**src/fabric_pkg.sv**
```systemverilog
package fabric_pkg;

    // Bus transfer and response encodings
    localparam logic [1:0] TR_IDLE   = 2'h0;
    localparam logic [1:0] TR_BUSY   = 2'h1;
    localparam logic [1:0] TR_NONSEQ = 2'h2;
    localparam logic [1:0] TR_SEQ    = 2'h3;
    localparam logic [1:0] RSP_OKAY  = 2'h0;
    localparam logic [1:0] RSP_ERROR = 2'h1;
    localparam logic [1:0] RSP_RETRY = 2'h2;
    localparam logic [1:0] RSP_SPLIT = 2'h3;

    // Directed address map
    localparam logic [31:0] RAM_BASE  = 32'h0000_0000;
    localparam logic [31:0] RAM_LAST  = 32'h0001_ffff;
    localparam logic [31:0] MON_BASE  = 32'h1f02_0000;
    localparam logic [31:0] MON_LAST  = 32'h1f02_ffff;
    localparam logic [31:0] BOOT_BASE = 32'h1fc0_0000;
    localparam logic [31:0] BOOT_LAST = 32'h1fc1_ffff;

    // Configuration register map
    localparam logic [7:0]  CTRL_OFS    = 8'h00;
    localparam logic [7:0]  STATUS_OFS  = 8'h04;
    localparam logic [7:0]  MISADDR_OFS = 8'h08;
    localparam logic [31:0] CTRL_RESET  = 32'h0000_0000;
    localparam logic [8:0]  CTRL_MASK   = 9'h1ff;
    localparam int          CTRL_MODE_LSB   = 0;
    localparam int          CTRL_DEF_LSB    = 2;
    localparam int          CTRL_RANDENV    = 4;
    localparam int          CTRL_RANDGRANT  = 5;
    localparam int          CTRL_NOSPLIT    = 6;
    localparam int          CTRL_NOERROR    = 7;
    localparam int          CTRL_NORETRY    = 8;
    localparam int          ST_SPLIT_LSB    = 0;
    localparam int          ST_OWNER_LSB    = 4;
    localparam int          ST_MISMATCH     = 8;
    localparam int          ST_TIMEOUT      = 9;

    // Reset values and constants
    localparam logic [1:0]  DUMMY_IDX   = 2'h3;
    localparam logic [1:0]  OWNER_RESET = 2'h0;
    localparam logic [2:0]  GRANT_RESET = 3'h1;
    localparam logic [31:0] LFSR_SEED   = 32'h1357_9bdf;
    localparam logic [31:0] LFSR_TAPS   = 32'h8020_0003;
    localparam int          TIMEOUT_DEFAULT = 100000;

    typedef enum logic [1:0] {
        ARB_PRIORITY = 2'b00,
        ARB_ROUND    = 2'b01,
        ARB_RANDOM   = 2'b10,
        ARB_SPARE    = 2'b11
    } arb_mode_t;

    typedef enum logic [2:0] {
        SEL_RAM      = 3'b000,
        SEL_MON      = 3'b001,
        SEL_BOOT     = 3'b010,
        SEL_FALLBACK = 3'b011,
        SEL_RAND     = 3'b100
    } sel_t;

    typedef enum logic [1:0] {
        RS_IDLE  = 2'b00,
        RS_WAIT  = 2'b01,
        RS_RESP1 = 2'b10,
        RS_RESP2 = 2'b11
    } rs_state_t;

    typedef struct packed {
        logic [1:0]  htrans;
        logic [31:0] haddr;
        logic        hwrite;
        logic [2:0]  hsize;
        logic [2:0]  hburst;
        logic [31:0] hwdata;
    } mst_req_t;

    typedef struct packed {
        logic [31:0] hrdata;
        logic        hready;
        logic [1:0]  hresp;
    } slv_rsp_t;

endpackage

```
**src/ahb_test_interconnect.sv**
```systemverilog
`timescale 1ns/100ps
module ahb_test_interconnect #(
    parameter int NUM_MASTERS    = 3,
    parameter int WAIT_BITS      = 2,
    parameter int TIMEOUT_CYCLES = fabric_pkg::TIMEOUT_DEFAULT
) (
    input  wire  logic                 mclk,
    input  wire  logic                 resetn,
    // Configuration port
    input  wire  logic                 cfg_hsel,
    input  wire  logic [31:0]          cfg_haddr,
    input  wire  logic [1:0]           cfg_htrans,
    input  wire  logic                 cfg_hwrite,
    input  wire  logic [2:0]           cfg_hsize,
    input  wire  logic [31:0]          cfg_hwdata,
    input  wire  logic                 cfg_hready,
    output logic       [31:0]          cfg_hrdata,
    output logic                       cfg_hreadyout,
    output logic       [1:0]           cfg_hresp,
    // Master side
    input  wire  logic [2:0]           m_busreq,
    input  wire  fabric_pkg::mst_req_t m_req [3],
    output logic       [2:0]           m_grant,
    output logic       [1:0]           m_hmaster,
    output fabric_pkg::slv_rsp_t       m_rsp,
    // Slave side: index 0 RAM, 1 monitor, 2 boot memory
    output fabric_pkg::mst_req_t       s_req,
    output logic       [2:0]           s_hsel,
    input  wire  fabric_pkg::slv_rsp_t s_rsp [3],
    input  wire  logic [2:0]           s_hsplit,
    // Randomized slave status
    output logic                       rs_mismatch,
    output logic                       rs_timeout
);

    generate
        if (NUM_MASTERS != 3 || WAIT_BITS < 1 || WAIT_BITS > 8 || TIMEOUT_CYCLES < 2) begin : g_bad
            $error("ahb_test_interconnect: unsupported parameter value");
        end
    endgenerate

    localparam int TCW = 32;

    logic [31:0]                 ctrl_r;
    logic [31:0]                 lfsr_r;
    logic [1:0]                  grant_idx_r;
    logic [2:0]                  grant_r;
    logic [1:0]                  owner_r;
    logic [1:0]                  data_owner_r;
    logic [1:0]                  last_r;
    logic [2:0]                  split_mask_r;
    fabric_pkg::sel_t            dsel_r;
    logic                        fb_err_r;
    logic                        fb_last_r;
    fabric_pkg::rs_state_t       rs_state_r;
    logic [31:0]                 rs_addr_r;
    logic                        rs_write_r;
    logic [WAIT_BITS-1:0]        rs_wait_r;
    logic [1:0]                  rs_resp_r;
    logic [1:0]                  rs_master_r;
    logic [2:0]                  rs_pend_r;
    logic [2:0]                  rs_hsplit_r;
    logic [TCW-1:0]              tmo_cnt_r;
    logic                        mismatch_r;
    logic                        timeout_r;
    logic [31:0]                 misaddr_r;
    logic                        cfg_wr_r;
    logic [7:0]                  cfg_ofs_r;
    logic [31:0]                 cfg_rdata_r;

    fabric_pkg::arb_mode_t       mode;
    logic [1:0]                  def_master;
    logic [2:0]                  cand;
    logic [1:0]                  next_idx;
    logic                        withdraw;
    fabric_pkg::sel_t            asel;
    logic                        hready;
    logic                        aactive;
    logic [2:0]                  hsplit_all;
    logic [1:0]                  rs_choice;
    logic                        rs_start;
    logic                        rs_done;
    logic                        cfg_take;
    logic [31:0]                 status;
    logic [31:0]                 cfg_rsel;

    // Returns the first candidate at or after start, cyclically; DUMMY_IDX if none
    function automatic logic [1:0] pick(input logic [2:0] c, input logic [1:0] start);
        logic [1:0] idx;
        logic [1:0] res;
        res = fabric_pkg::DUMMY_IDX;
        for (int i = 2; i >= 0; i--) begin
            idx = 2'((int'(start) + i) % 3);
            if (c[idx]) begin
                res = idx;
            end
        end
        return res;
    endfunction

    function automatic fabric_pkg::sel_t decode(input logic [31:0] a, input logic rand_env);
        if (rand_env) begin
            return fabric_pkg::SEL_RAND;
        end else if (a <= fabric_pkg::RAM_LAST) begin
            return fabric_pkg::SEL_RAM;
        end else if (a >= fabric_pkg::MON_BASE && a <= fabric_pkg::MON_LAST) begin
            return fabric_pkg::SEL_MON;
        end else if (a >= fabric_pkg::BOOT_BASE && a <= fabric_pkg::BOOT_LAST) begin
            return fabric_pkg::SEL_BOOT;
        end
        return fabric_pkg::SEL_FALLBACK;
    endfunction

    // Random source shared by the grant withdrawal and the randomized slave
    always_ff @(posedge mclk or negedge resetn) begin
        if (!resetn) begin
            lfsr_r <= fabric_pkg::LFSR_SEED;
        end else begin
            lfsr_r <= (lfsr_r >> 1) ^ (lfsr_r[0] ? fabric_pkg::LFSR_TAPS : 32'h0000_0000);
        end
    end

    // Arbitration
    always_comb begin
        mode       = fabric_pkg::arb_mode_t'(ctrl_r[fabric_pkg::CTRL_MODE_LSB +: 2]);
        def_master = ctrl_r[fabric_pkg::CTRL_DEF_LSB +: 2];
        withdraw   = (mode == fabric_pkg::ARB_RANDOM) && ctrl_r[fabric_pkg::CTRL_RANDGRANT]
                     && lfsr_r[0] && lfsr_r[1];
        cand       = m_busreq & ~split_mask_r;
        if (withdraw) begin
            cand[0] = 1'b0;
        end
        if (mode == fabric_pkg::ARB_PRIORITY) begin
            next_idx = pick(cand, 2'h0);
        end else begin
            next_idx = pick(cand, (last_r == 2'h2 || last_r == fabric_pkg::DUMMY_IDX) ? 2'h0 : last_r + 2'h1);
        end
        if (cand == 3'h0) begin
            // An unsplit default master still owns an idle bus unless the grant is withdrawn; otherwise the dummy does
            if (def_master != fabric_pkg::DUMMY_IDX && !split_mask_r[def_master] && !withdraw) begin
                next_idx = def_master;
            end else begin
                next_idx = fabric_pkg::DUMMY_IDX;
            end
        end
    end

    always_ff @(posedge mclk or negedge resetn) begin
        if (!resetn) begin
            grant_idx_r <= fabric_pkg::OWNER_RESET;
            grant_r     <= fabric_pkg::GRANT_RESET;
        end else if (hready) begin
            grant_idx_r <= next_idx;
            grant_r     <= (next_idx == fabric_pkg::DUMMY_IDX) ? 3'h0 : 3'(3'h1 << next_idx);
        end
    end

    always_ff @(posedge mclk or negedge resetn) begin
        if (!resetn) begin
            owner_r      <= fabric_pkg::OWNER_RESET;
            data_owner_r <= fabric_pkg::OWNER_RESET;
            last_r       <= fabric_pkg::OWNER_RESET;
        end else if (hready) begin
            owner_r      <= grant_idx_r;
            data_owner_r <= owner_r;
            if (s_req.htrans == fabric_pkg::TR_NONSEQ && owner_r != fabric_pkg::DUMMY_IDX) begin
                last_r <= owner_r;
            end
        end
    end

    // Split masking: a new split wins over a release in the same cycle
    assign hsplit_all = s_hsplit | rs_hsplit_r;
    always_ff @(posedge mclk or negedge resetn) begin
        if (!resetn) begin
            split_mask_r <= 3'h0;
        end else begin
            for (int i = 0; i < 3; i++) begin
                if (m_rsp.hresp == fabric_pkg::RSP_SPLIT && !hready && data_owner_r == 2'(i)) begin
                    split_mask_r[i] <= 1'b1;
                end else if (hsplit_all[i]) begin
                    split_mask_r[i] <= 1'b0;
                end
            end
        end
    end

    // Shared address/control from the address owner, write data from the data owner
    always_comb begin
        if (owner_r == fabric_pkg::DUMMY_IDX) begin
            s_req = '0;
        end else begin
            s_req = m_req[owner_r];
        end
        s_req.hwdata = (data_owner_r == fabric_pkg::DUMMY_IDX) ? 32'h0000_0000 : m_req[data_owner_r].hwdata;
    end

    // Decoding
    always_comb begin
        asel    = decode(s_req.haddr, ctrl_r[fabric_pkg::CTRL_RANDENV]);
        aactive = s_req.htrans[1];
        s_hsel  = 3'h0;
        if (asel == fabric_pkg::SEL_RAM || asel == fabric_pkg::SEL_MON || asel == fabric_pkg::SEL_BOOT) begin
            s_hsel[asel[1:0]] = 1'b1;
        end
    end

    always_ff @(posedge mclk or negedge resetn) begin
        if (!resetn) begin
            dsel_r <= fabric_pkg::SEL_FALLBACK;
        end else if (hready) begin
            dsel_r <= asel;
        end
    end

    // Fallback slave: two-cycle ERROR for real transfers, zero-wait OKAY otherwise
    always_ff @(posedge mclk or negedge resetn) begin
        if (!resetn) begin
            fb_err_r  <= 1'b0;
            fb_last_r <= 1'b0;
        end else begin
            fb_err_r  <= hready && aactive && asel == fabric_pkg::SEL_FALLBACK;
            fb_last_r <= fb_err_r;
        end
    end

    // Response multiplexer
    always_comb begin
        unique case (dsel_r)
            fabric_pkg::SEL_RAM, fabric_pkg::SEL_MON, fabric_pkg::SEL_BOOT: begin
                m_rsp = s_rsp[dsel_r[1:0]];
            end
            fabric_pkg::SEL_RAND: begin
                m_rsp.hrdata = rs_addr_r;
                m_rsp.hready = rs_state_r == fabric_pkg::RS_IDLE || rs_state_r == fabric_pkg::RS_RESP2;
                m_rsp.hresp  = (rs_state_r == fabric_pkg::RS_RESP1 || rs_state_r == fabric_pkg::RS_RESP2)
                               ? rs_resp_r : fabric_pkg::RSP_OKAY;
            end
            default: begin
                m_rsp.hrdata = 32'h0000_0000;
                m_rsp.hready = !fb_err_r;
                m_rsp.hresp  = (fb_err_r || fb_last_r) ? fabric_pkg::RSP_ERROR : fabric_pkg::RSP_OKAY;
            end
        endcase
        hready = m_rsp.hready;
    end

    // Randomized slave
    always_comb begin
        unique case (lfsr_r[9:8])
            2'h1:    rs_choice = ctrl_r[fabric_pkg::CTRL_NOERROR] ? fabric_pkg::RSP_OKAY : fabric_pkg::RSP_ERROR;
            2'h2:    rs_choice = ctrl_r[fabric_pkg::CTRL_NORETRY] ? fabric_pkg::RSP_OKAY : fabric_pkg::RSP_RETRY;
            2'h3:    rs_choice = (ctrl_r[fabric_pkg::CTRL_NOSPLIT] || owner_r == fabric_pkg::DUMMY_IDX)
                                 ? fabric_pkg::RSP_OKAY : fabric_pkg::RSP_SPLIT;
            default: rs_choice = fabric_pkg::RSP_OKAY;
        endcase
        rs_start = hready && aactive && asel == fabric_pkg::SEL_RAND;
        rs_done  = rs_state_r == fabric_pkg::RS_RESP2;
    end

    always_ff @(posedge mclk or negedge resetn) begin
        if (!resetn) begin
            rs_state_r  <= fabric_pkg::RS_IDLE;
            rs_addr_r   <= 32'h0000_0000;
            rs_write_r  <= 1'b0;
            rs_wait_r   <= '0;
            rs_resp_r   <= fabric_pkg::RSP_OKAY;
            rs_master_r <= fabric_pkg::OWNER_RESET;
        end else if (hready) begin
            if (rs_start) begin
                rs_addr_r   <= s_req.haddr;
                rs_write_r  <= s_req.hwrite;
                rs_wait_r   <= lfsr_r[2 +: WAIT_BITS];
                rs_resp_r   <= rs_choice;
                rs_master_r <= owner_r;
                if (lfsr_r[2 +: WAIT_BITS] != '0) begin
                    rs_state_r <= fabric_pkg::RS_WAIT;
                end else begin
                    rs_state_r <= (rs_choice == fabric_pkg::RSP_OKAY) ? fabric_pkg::RS_RESP2 : fabric_pkg::RS_RESP1;
                end
            end else begin
                rs_state_r <= fabric_pkg::RS_IDLE;
            end
        end else begin
            unique case (rs_state_r)
                fabric_pkg::RS_WAIT: begin
                    rs_wait_r <= rs_wait_r - 1'b1;
                    if (rs_wait_r == WAIT_BITS'(1)) begin
                        rs_state_r <= (rs_resp_r == fabric_pkg::RSP_OKAY) ? fabric_pkg::RS_RESP2
                                                                           : fabric_pkg::RS_RESP1;
                    end
                end
                fabric_pkg::RS_RESP1: begin
                    rs_state_r <= fabric_pkg::RS_RESP2;
                end
                default: begin
                    rs_state_r <= fabric_pkg::RS_IDLE;
                end
            endcase
        end
    end

    // Split release after a random delay; a new split wins over release
    always_ff @(posedge mclk or negedge resetn) begin
        if (!resetn) begin
            rs_pend_r   <= 3'h0;
            rs_hsplit_r <= 3'h0;
        end else begin
            for (int i = 0; i < 3; i++) begin
                rs_hsplit_r[i] <= rs_pend_r[i] && lfsr_r[7:5] == 3'h0;
                if (rs_state_r == fabric_pkg::RS_RESP1 && rs_resp_r == fabric_pkg::RSP_SPLIT
                    && rs_master_r == 2'(i)) begin
                    rs_pend_r[i] <= 1'b1;
                end else if (rs_pend_r[i] && lfsr_r[7:5] == 3'h0) begin
                    rs_pend_r[i] <= 1'b0;
                end
            end
        end
    end

    // Write check and runaway timeout; flags are sticky, a hit wins over a clear
    always_ff @(posedge mclk or negedge resetn) begin
        if (!resetn) begin
            mismatch_r <= 1'b0;
            misaddr_r  <= 32'h0000_0000;
        end else if (rs_done && rs_write_r && rs_resp_r == fabric_pkg::RSP_OKAY && s_req.hwdata != rs_addr_r) begin
            mismatch_r <= 1'b1;
            misaddr_r  <= rs_addr_r;
        end else if (cfg_wr_r && cfg_ofs_r == fabric_pkg::STATUS_OFS && cfg_hwdata[fabric_pkg::ST_MISMATCH]) begin
            mismatch_r <= 1'b0;
        end
    end

    always_ff @(posedge mclk or negedge resetn) begin
        if (!resetn) begin
            tmo_cnt_r <= '0;
            timeout_r <= 1'b0;
        end else begin
            // Counts only while someone wants the bus and the randomized slave completes nothing
            if (rs_done || m_busreq == 3'h0) begin
                tmo_cnt_r <= '0;
            end else if (tmo_cnt_r != TCW'(TIMEOUT_CYCLES)) begin
                tmo_cnt_r <= tmo_cnt_r + 1'b1;
            end
            if (tmo_cnt_r == TCW'(TIMEOUT_CYCLES - 1)) begin
                timeout_r <= 1'b1;
            end else if (cfg_wr_r && cfg_ofs_r == fabric_pkg::STATUS_OFS && cfg_hwdata[fabric_pkg::ST_TIMEOUT]) begin
                timeout_r <= 1'b0;
            end
        end
    end

    // Configuration slave: zero wait states, always OKAY
    assign cfg_take = cfg_hsel && cfg_htrans[1] && cfg_hready;

    always_comb begin
        status = 32'h0000_0000;
        status[fabric_pkg::ST_SPLIT_LSB +: 3] = split_mask_r;
        status[fabric_pkg::ST_OWNER_LSB +: 2] = owner_r;
        status[fabric_pkg::ST_MISMATCH]       = mismatch_r;
        status[fabric_pkg::ST_TIMEOUT]        = timeout_r;
        unique case (cfg_haddr[7:0])
            fabric_pkg::CTRL_OFS:    cfg_rsel = ctrl_r;
            fabric_pkg::STATUS_OFS:  cfg_rsel = status;
            fabric_pkg::MISADDR_OFS: cfg_rsel = misaddr_r;
            default:                 cfg_rsel = 32'h0000_0000;
        endcase
    end

    always_ff @(posedge mclk or negedge resetn) begin
        if (!resetn) begin
            cfg_wr_r    <= 1'b0;
            cfg_ofs_r   <= 8'h00;
            cfg_rdata_r <= 32'h0000_0000;
        end else begin
            cfg_wr_r <= cfg_take && cfg_hwrite;
            if (cfg_take) begin
                cfg_ofs_r <= cfg_haddr[7:0];
            end
            if (cfg_take && !cfg_hwrite && cfg_haddr[31:8] == 24'h000000) begin
                cfg_rdata_r <= cfg_rsel;
            end else if (cfg_take) begin
                cfg_rdata_r <= 32'h0000_0000;
            end
        end
    end

    always_ff @(posedge mclk or negedge resetn) begin
        if (!resetn) begin
            ctrl_r <= fabric_pkg::CTRL_RESET;
        end else if (cfg_wr_r && cfg_ofs_r == fabric_pkg::CTRL_OFS) begin
            ctrl_r <= {23'h000000, cfg_hwdata[8:0] & fabric_pkg::CTRL_MASK};
        end
    end

    assign cfg_hrdata    = cfg_rdata_r;
    assign cfg_hreadyout = 1'b1;
    assign cfg_hresp     = fabric_pkg::RSP_OKAY;
    assign m_grant       = grant_r;
    assign m_hmaster     = owner_r;
    assign rs_mismatch   = mismatch_r;
    assign rs_timeout    = timeout_r;

endmodule

```
**config.mk**
```make
export PLATFORM = sky130hd
export DESIGN_NAME = ahb_test_interconnect
export DESIGN_NICKNAME = d
export VERILOG_FILES = /design/src/fabric_pkg.sv /design/src/ahb_test_interconnect.sv
export SDC_FILE = /design/constraint.sdc
export NUM_CORES = 1
export LEC_CHECK = 0
export BUFFER_PORTS_ARGS = -buffer_cell sky130_fd_sc_hd__buf_2
export CORE_AREA = 4 4 212 214
export CTS_CLUSTER_DIAMETER = 120
export DETAILED_ROUTE_END_ITERATION = 8
export DIE_AREA = 0 0 216 218
export GPL_ROUTABILITY_DRIVEN = 0
export GPL_TIMING_DRIVEN = 0
export PLACE_DENSITY_LB_ADDON = 0.3
export SYNTH_ARGS = -nofsm -noshare
export SYNTH_HDL_FRONTEND = slang
export SYNTH_SLANG_ARGS = --single-unit
```
**constraint.sdc**
```tcl
create_clock -name mclk -period 3.51 [get_ports mclk]
set_input_delay 0.5265 -clock mclk [delete_from_list [all_inputs] [get_ports mclk]]
set_output_delay 0.5265 -clock mclk [all_outputs]
set_load 0.01 [all_outputs]
```
==> results.md <==
- The run finished, with violations left.
- The checks that failed: setup timing.
- The share of the cycle needed by the critical path after routing is 1.039.
- The number of antenna violations at the first check in global routing is 22.
- The post-route DRC violation count is 0.
- Max-cap violations in this run came to 0.
- For this run the aggregate overflow at the end of global routing stands at 0.
- Once detail routing completed, the nets flagged for antenna violations numbered 0.
- The maximum number of pins on one net before global-route repair is 119.
- The number of global-route vias before repair came to 11859.
- The first global-routing pass estimated 79610 µm of wire.
- The placeable core region is 42890 µm².
- Of the total power, the clock network draws 0.244.
- During synthesis, Yosys emitted a total of 0 warnings.
- The reg-to-reg setup timing slack is 0.43 ns.
- Measured along the y axis, the die boundary spans 218 µm.
- The number of hold buffers added after CTS was 0.
- For this design the static power due to leakage is 8.360 nW.
- For the pin with the worst max-slew slack, the measured transition is 1.253 ns.
- In this design, the stage delay of the slowest critical-path cell is 0.55 ns.
- The synthesized area per cell is 9.564 µm².
- At the worst endpoint, the required time is 2.98 ns.
- After layout, the worst setup slack is -0.1358 ns.
- The netlist uses 61 different library cells.
- Subtracting the final worst setup slack from the clock period gives 3.646 ns.
- The proportion of power drawn by combinational gates is 0.450.
- The worst register-to-register path has a depth of 10.
- The total standard cell area after synthesis is 12020 µm².
- The later pin in the worst-skew pair is clocked with a latency of 0.53 ns.
- Using the TritonRoute via totals, the vias-per-cell ratio works out to 4.949.
- In this run the clock root is driven by a sky130_fd_sc_hd__clkbuf_16.
- The worst setup skew after layout is 0.02501 ns.
- The critical path goes through buf_6, clkbuf_16, mux2i_4, o2bb2ai_4, or4_1, or4_4, nand2b_4, or2b_1, nor2_2, buf_2.
- Of the total power, registers draw 0.306.
- The number of buffers inserted during clock tree synthesis is 25.
- The detailed-placement wirelength estimate is 46520 µm.
- The routed length per placed instance is 23.51 µm.
- The synthesized flop and latch total is 214.
- For this block, the via count after detailed routing is 12025.
- The relative area change from synthesis to final layout is 38.71%.
- The element type at the critical path start is a register.
- In the final layout, the share of cells above drive strength 1 is 0.3970.
- After detailed routing, the total wire length is 57130 µm.
- The reported net switching power is 0.004959 W.
- Of all flip-flops after synthesis, the portion carrying an async set or reset was 1.000.
- For this run, the register share of the synthesized area comes to 0.4479.
- Data arrives at the worst endpoint at 3.12 ns.
- The number of cell rows is 76.
- For this run, the top clock speed supported by timing is 274.3 MHz.
- The total iterations of the first detailed-routing run is 5.
- The number of endpoints with negative hold slack in the final report was 0.
- The count of pins over their slew limit is 0.
- The cell class contributing the biggest share of worst-path delay is simple AND/OR/NAND/NOR gates.
- The worst slew margin relative to its limit is 0.1579.
- The number of filler cells placed in the layout is 4363.
- Setup repair after global routing could not meet its margin everywhere.
- The critical setup path kind is register to output port.
- The synthesized design contains 0 enable-type register cells.
- The worst register-to-register path ends at rs_addr_r[25]$_DFFE_PN0P_.
- The path class of the tightest hold or removal check is input pin to asynchronous set/reset pin.
- For this design, the slowest cell found on the critical path is sky130_fd_sc_hd__or4_4.
- The setup TNS is -0.1358 ns.
- The dominant synthesized flop cell is sky130_fd_sc_hd__dfrtp_1.
- The peak fanout along the critical path is 5.
- The initial utilization of the core area, before any placement, comes to 0.2803.
- The number of top-level pins is 557.
- The depth of the CTS H-tree is 1.
- The startpoint identified for the worst register-to-register timing path is m_hmaster[1]$_DFFE_PN0P_.
- The die covers 47090 µm².
- The clock slew seen by the registers of the worst setup and hold paths is 0.06 ns.
- The final number of setup-violating endpoints is 1.
- The number of violations reported at the end of detailed-routing iteration 0 is 840.
- The clock net sink count is 214.
- The number of placed instances, taps included, is 2371.
- TritonCTS built the clock tree.
- Together, buffers and inverters on the worst path number 3.
- Across every metal layer, demand over resource in global routing totals 0.2282.
- The worst setup path is captured at an output port.
- The net switching share of the total power is 0.4321.
- The largest vdd supply drop is 0.4872 mV.
- The power density over the cells is 688.3 nW/µm².
- The floorplan die width is 216 µm.
- The final net count is 2230.
- Counting every instance in the synthesized netlist gives 1257.
- The internal power of the cells totals 0.006518 W.
- Input and output buffers added on the ports amount to 527.
- The largest buffer count on any clock path is 3.
- The number of non-filler instances in the completed layout is 2430.
[cells in the mapped netlist, types with 3 or more instances]
library cell                  n  area, µm²
sky130_fd_sc_hd__nand2b_1     7      43.79
sky130_fd_sc_hd__mux2_1       6      67.56
sky130_fd_sc_hd__mux2_4      30      450.4
sky130_fd_sc_hd__nor4_2       4      50.05
sky130_fd_sc_hd__inv_1       29      108.9
sky130_fd_sc_hd__xnor2_1     27      236.5
sky130_fd_sc_hd__xor2_1      32      280.3
sky130_fd_sc_hd__nor4b_1      4      35.03
sky130_fd_sc_hd__nand3_1     27      135.1
sky130_fd_sc_hd__or2_2        3      18.77
sky130_fd_sc_hd__clkbuf_1    45      168.9
sky130_fd_sc_hd__ha_1         6      75.07
sky130_fd_sc_hd__buf_6        7      78.83
sky130_fd_sc_hd__o2bb2ai_1   29      254.0
sky130_fd_sc_hd__nor2b_1     18      112.6
sky130_fd_sc_hd__buf_4        6      45.04
sky130_fd_sc_hd__a21oi_1     56      280.3
sky130_fd_sc_hd__nand3b_1     3      22.52
sky130_fd_sc_hd__mux2i_1    120       1201
sky130_fd_sc_hd__or4_1        6      45.04
sky130_fd_sc_hd__nor2_1      97      364.1
sky130_fd_sc_hd__a22o_1      26      227.7
sky130_fd_sc_hd__o21ai_0     99      495.5
sky130_fd_sc_hd__buf_1       10      37.54
sky130_fd_sc_hd__and2_1       8      50.05
sky130_fd_sc_hd__nor3_1       9      45.04
sky130_fd_sc_hd__nand4_1     14      87.58
sky130_fd_sc_hd__mux2_2      23      259.0
sky130_fd_sc_hd__or3_1        6      37.54
sky130_fd_sc_hd__dfstp_2     23      604.3
sky130_fd_sc_hd__nor4_1      13      81.33
sky130_fd_sc_hd__dfrtp_1    191       4780
sky130_fd_sc_hd__and3_1       7      43.79
sky130_fd_sc_hd__buf_2        8      40.04
sky130_fd_sc_hd__nand2_1    217      814.5
[through the flow]
step | instance area [µm²] | total power, W | setup WS [ns] | util | hold WS (ns)
after floorplan | 12030 | 0.005979 | 0.5952 | - | 0.2309
after global placement | 15390 | 0.008395 | -1.851 | 0.3590 | 0.3379
after detailed placement | 15430 | 0.008458 | -0.1485 | 0.3598 | 0.3376
after CTS | 16520 | 0.01148 | -0.1428 | 0.3852 | 0.05762
after global routing | 16670 | 0.01212 | -0.2502 | 0.3887 | 0.09600
final | 16670 | 0.01148 | -0.1358 | 0.3888 | 0.04638
[flip-flops by register name (all words and copies together) (netlist names), 3 cells and up]
name	flops
cfg_ofs_r	8
tmo_cnt_r	32
rs_pend_r	3
cfg_hrdata	32
m_grant	3
dsel_r	3
split_mask_r	3
rs_addr_r	32
misaddr_r	32
lfsr_r	32
ctrl_r	9
rs_hsplit_r	3
[power groups by stage]
stage | clock [W] | sequential, W | combinational [W]
3_3_place_gp | 0 | 0.00354 | 0.00486
6_report | 0.00280 | 0.00352 | 0.00516
2_1_floorplan | 0 | 0.00310 | 0.00288
3_5_place_dp | 0 | 0.00355 | 0.00491
4_1_cts | 0.00289 | 0.00352 | 0.00508
5_1_grt | 0.00299 | 0.00356 | 0.00557
[cell usage in the layout, fill, tap and decap left out, types with 8 or more instances in the layout]
cell type                   netlist  layout
sky130_fd_sc_hd__a21oi_1         56      56
sky130_fd_sc_hd__a22o_1          26      26
sky130_fd_sc_hd__and2_1           8       8
sky130_fd_sc_hd__buf_2            8     532
sky130_fd_sc_hd__buf_4            6      16
sky130_fd_sc_hd__buf_6            7       8
sky130_fd_sc_hd__clkbuf_1        45      41
sky130_fd_sc_hd__clkbuf_16        0      26
sky130_fd_sc_hd__dfrtp_1        191     191
sky130_fd_sc_hd__dfstp_2         23      23
sky130_fd_sc_hd__inv_1           29      29
sky130_fd_sc_hd__mux2_2          23      23
sky130_fd_sc_hd__mux2_4          30      30
sky130_fd_sc_hd__mux2i_1        120     111
sky130_fd_sc_hd__nand2_1        217     217
sky130_fd_sc_hd__nand3_1         27      27
sky130_fd_sc_hd__nand4_1         14      14
sky130_fd_sc_hd__nor2_1          97      94
sky130_fd_sc_hd__nor2b_1         18      17
sky130_fd_sc_hd__nor3_1           9       9
sky130_fd_sc_hd__nor4_1          13      12
sky130_fd_sc_hd__o21ai_0         99      96
sky130_fd_sc_hd__o2bb2ai_1       29      17
sky130_fd_sc_hd__o2bb2ai_2        1      11
sky130_fd_sc_hd__xnor2_1         27      27
sky130_fd_sc_hd__xor2_1          32      32
[final cells by class]
type                       count  area (µm²)  share of cell area
multi-input combinational    939        6382              0.3828
sequential                   214        5384              0.3229
tap                          585       732.0             0.04390
inverter                      29       108.9            0.006528
clock buffer                  29       660.6             0.03962
buffer                        75       407.9             0.02446
clock inverter                17       229.0             0.01373
antenna                        6       15.01           0.0009004
timing repair buffer         536        2755              0.1652
[per-layer routing]
metal	part of all wire	global-route usage	vias up
li1	-	-	5527
met1	0.40	0.2857	5851
met2	0.51	0.4025	546
met3	0.067	0.04055	101
met4	0.030	0.06891	0
met5	0	0	-
[worst max-delay path by stage]
stage                                   from                         end  slack [ns]  depth (start not counted)
floorplan           m_hmaster[1]$_DFFE_PN0P_                   s_hsel[2]        0.60                          9
global placement                      resetn  cfg_hrdata[21]$_DFFE_PN0P_       -1.85                          1
detailed placement     dsel_r[1]$_DFFE_PN1P_                   m_rsp[18]       -0.15                          8
CTS                 m_hmaster[1]$_DFFE_PN0P_                   s_hsel[2]       -0.14                         10
global route        m_hmaster[1]$_DFFE_PN0P_                   s_hsel[2]       -0.25                         10
finish              m_hmaster[1]$_DFFE_PN0P_                   s_hsel[2]       -0.14                         10
[logic make-up after synthesis]
group | after synthesis | share of synthesized area
simple gates | 452 | 0.1716
other cells | 2 | 0.0006247
flops | 214 | 0.4479
xor+xnor | 59 | 0.04299
buf+inv | 105 | 0.03986
compound gates | 240 | 0.1262
fa+ha+maj | 6 | 0.006245
mux | 179 | 0.1645
[timing repair]
action,in CTS,in global routing
gates resized for setup,45,23
pin swaps,1,4
setup endpoints to repair,55,8
gates cloned,0,1
buffers inserted,4,3
No activity file was read; power rests on OpenSTA's default activity.
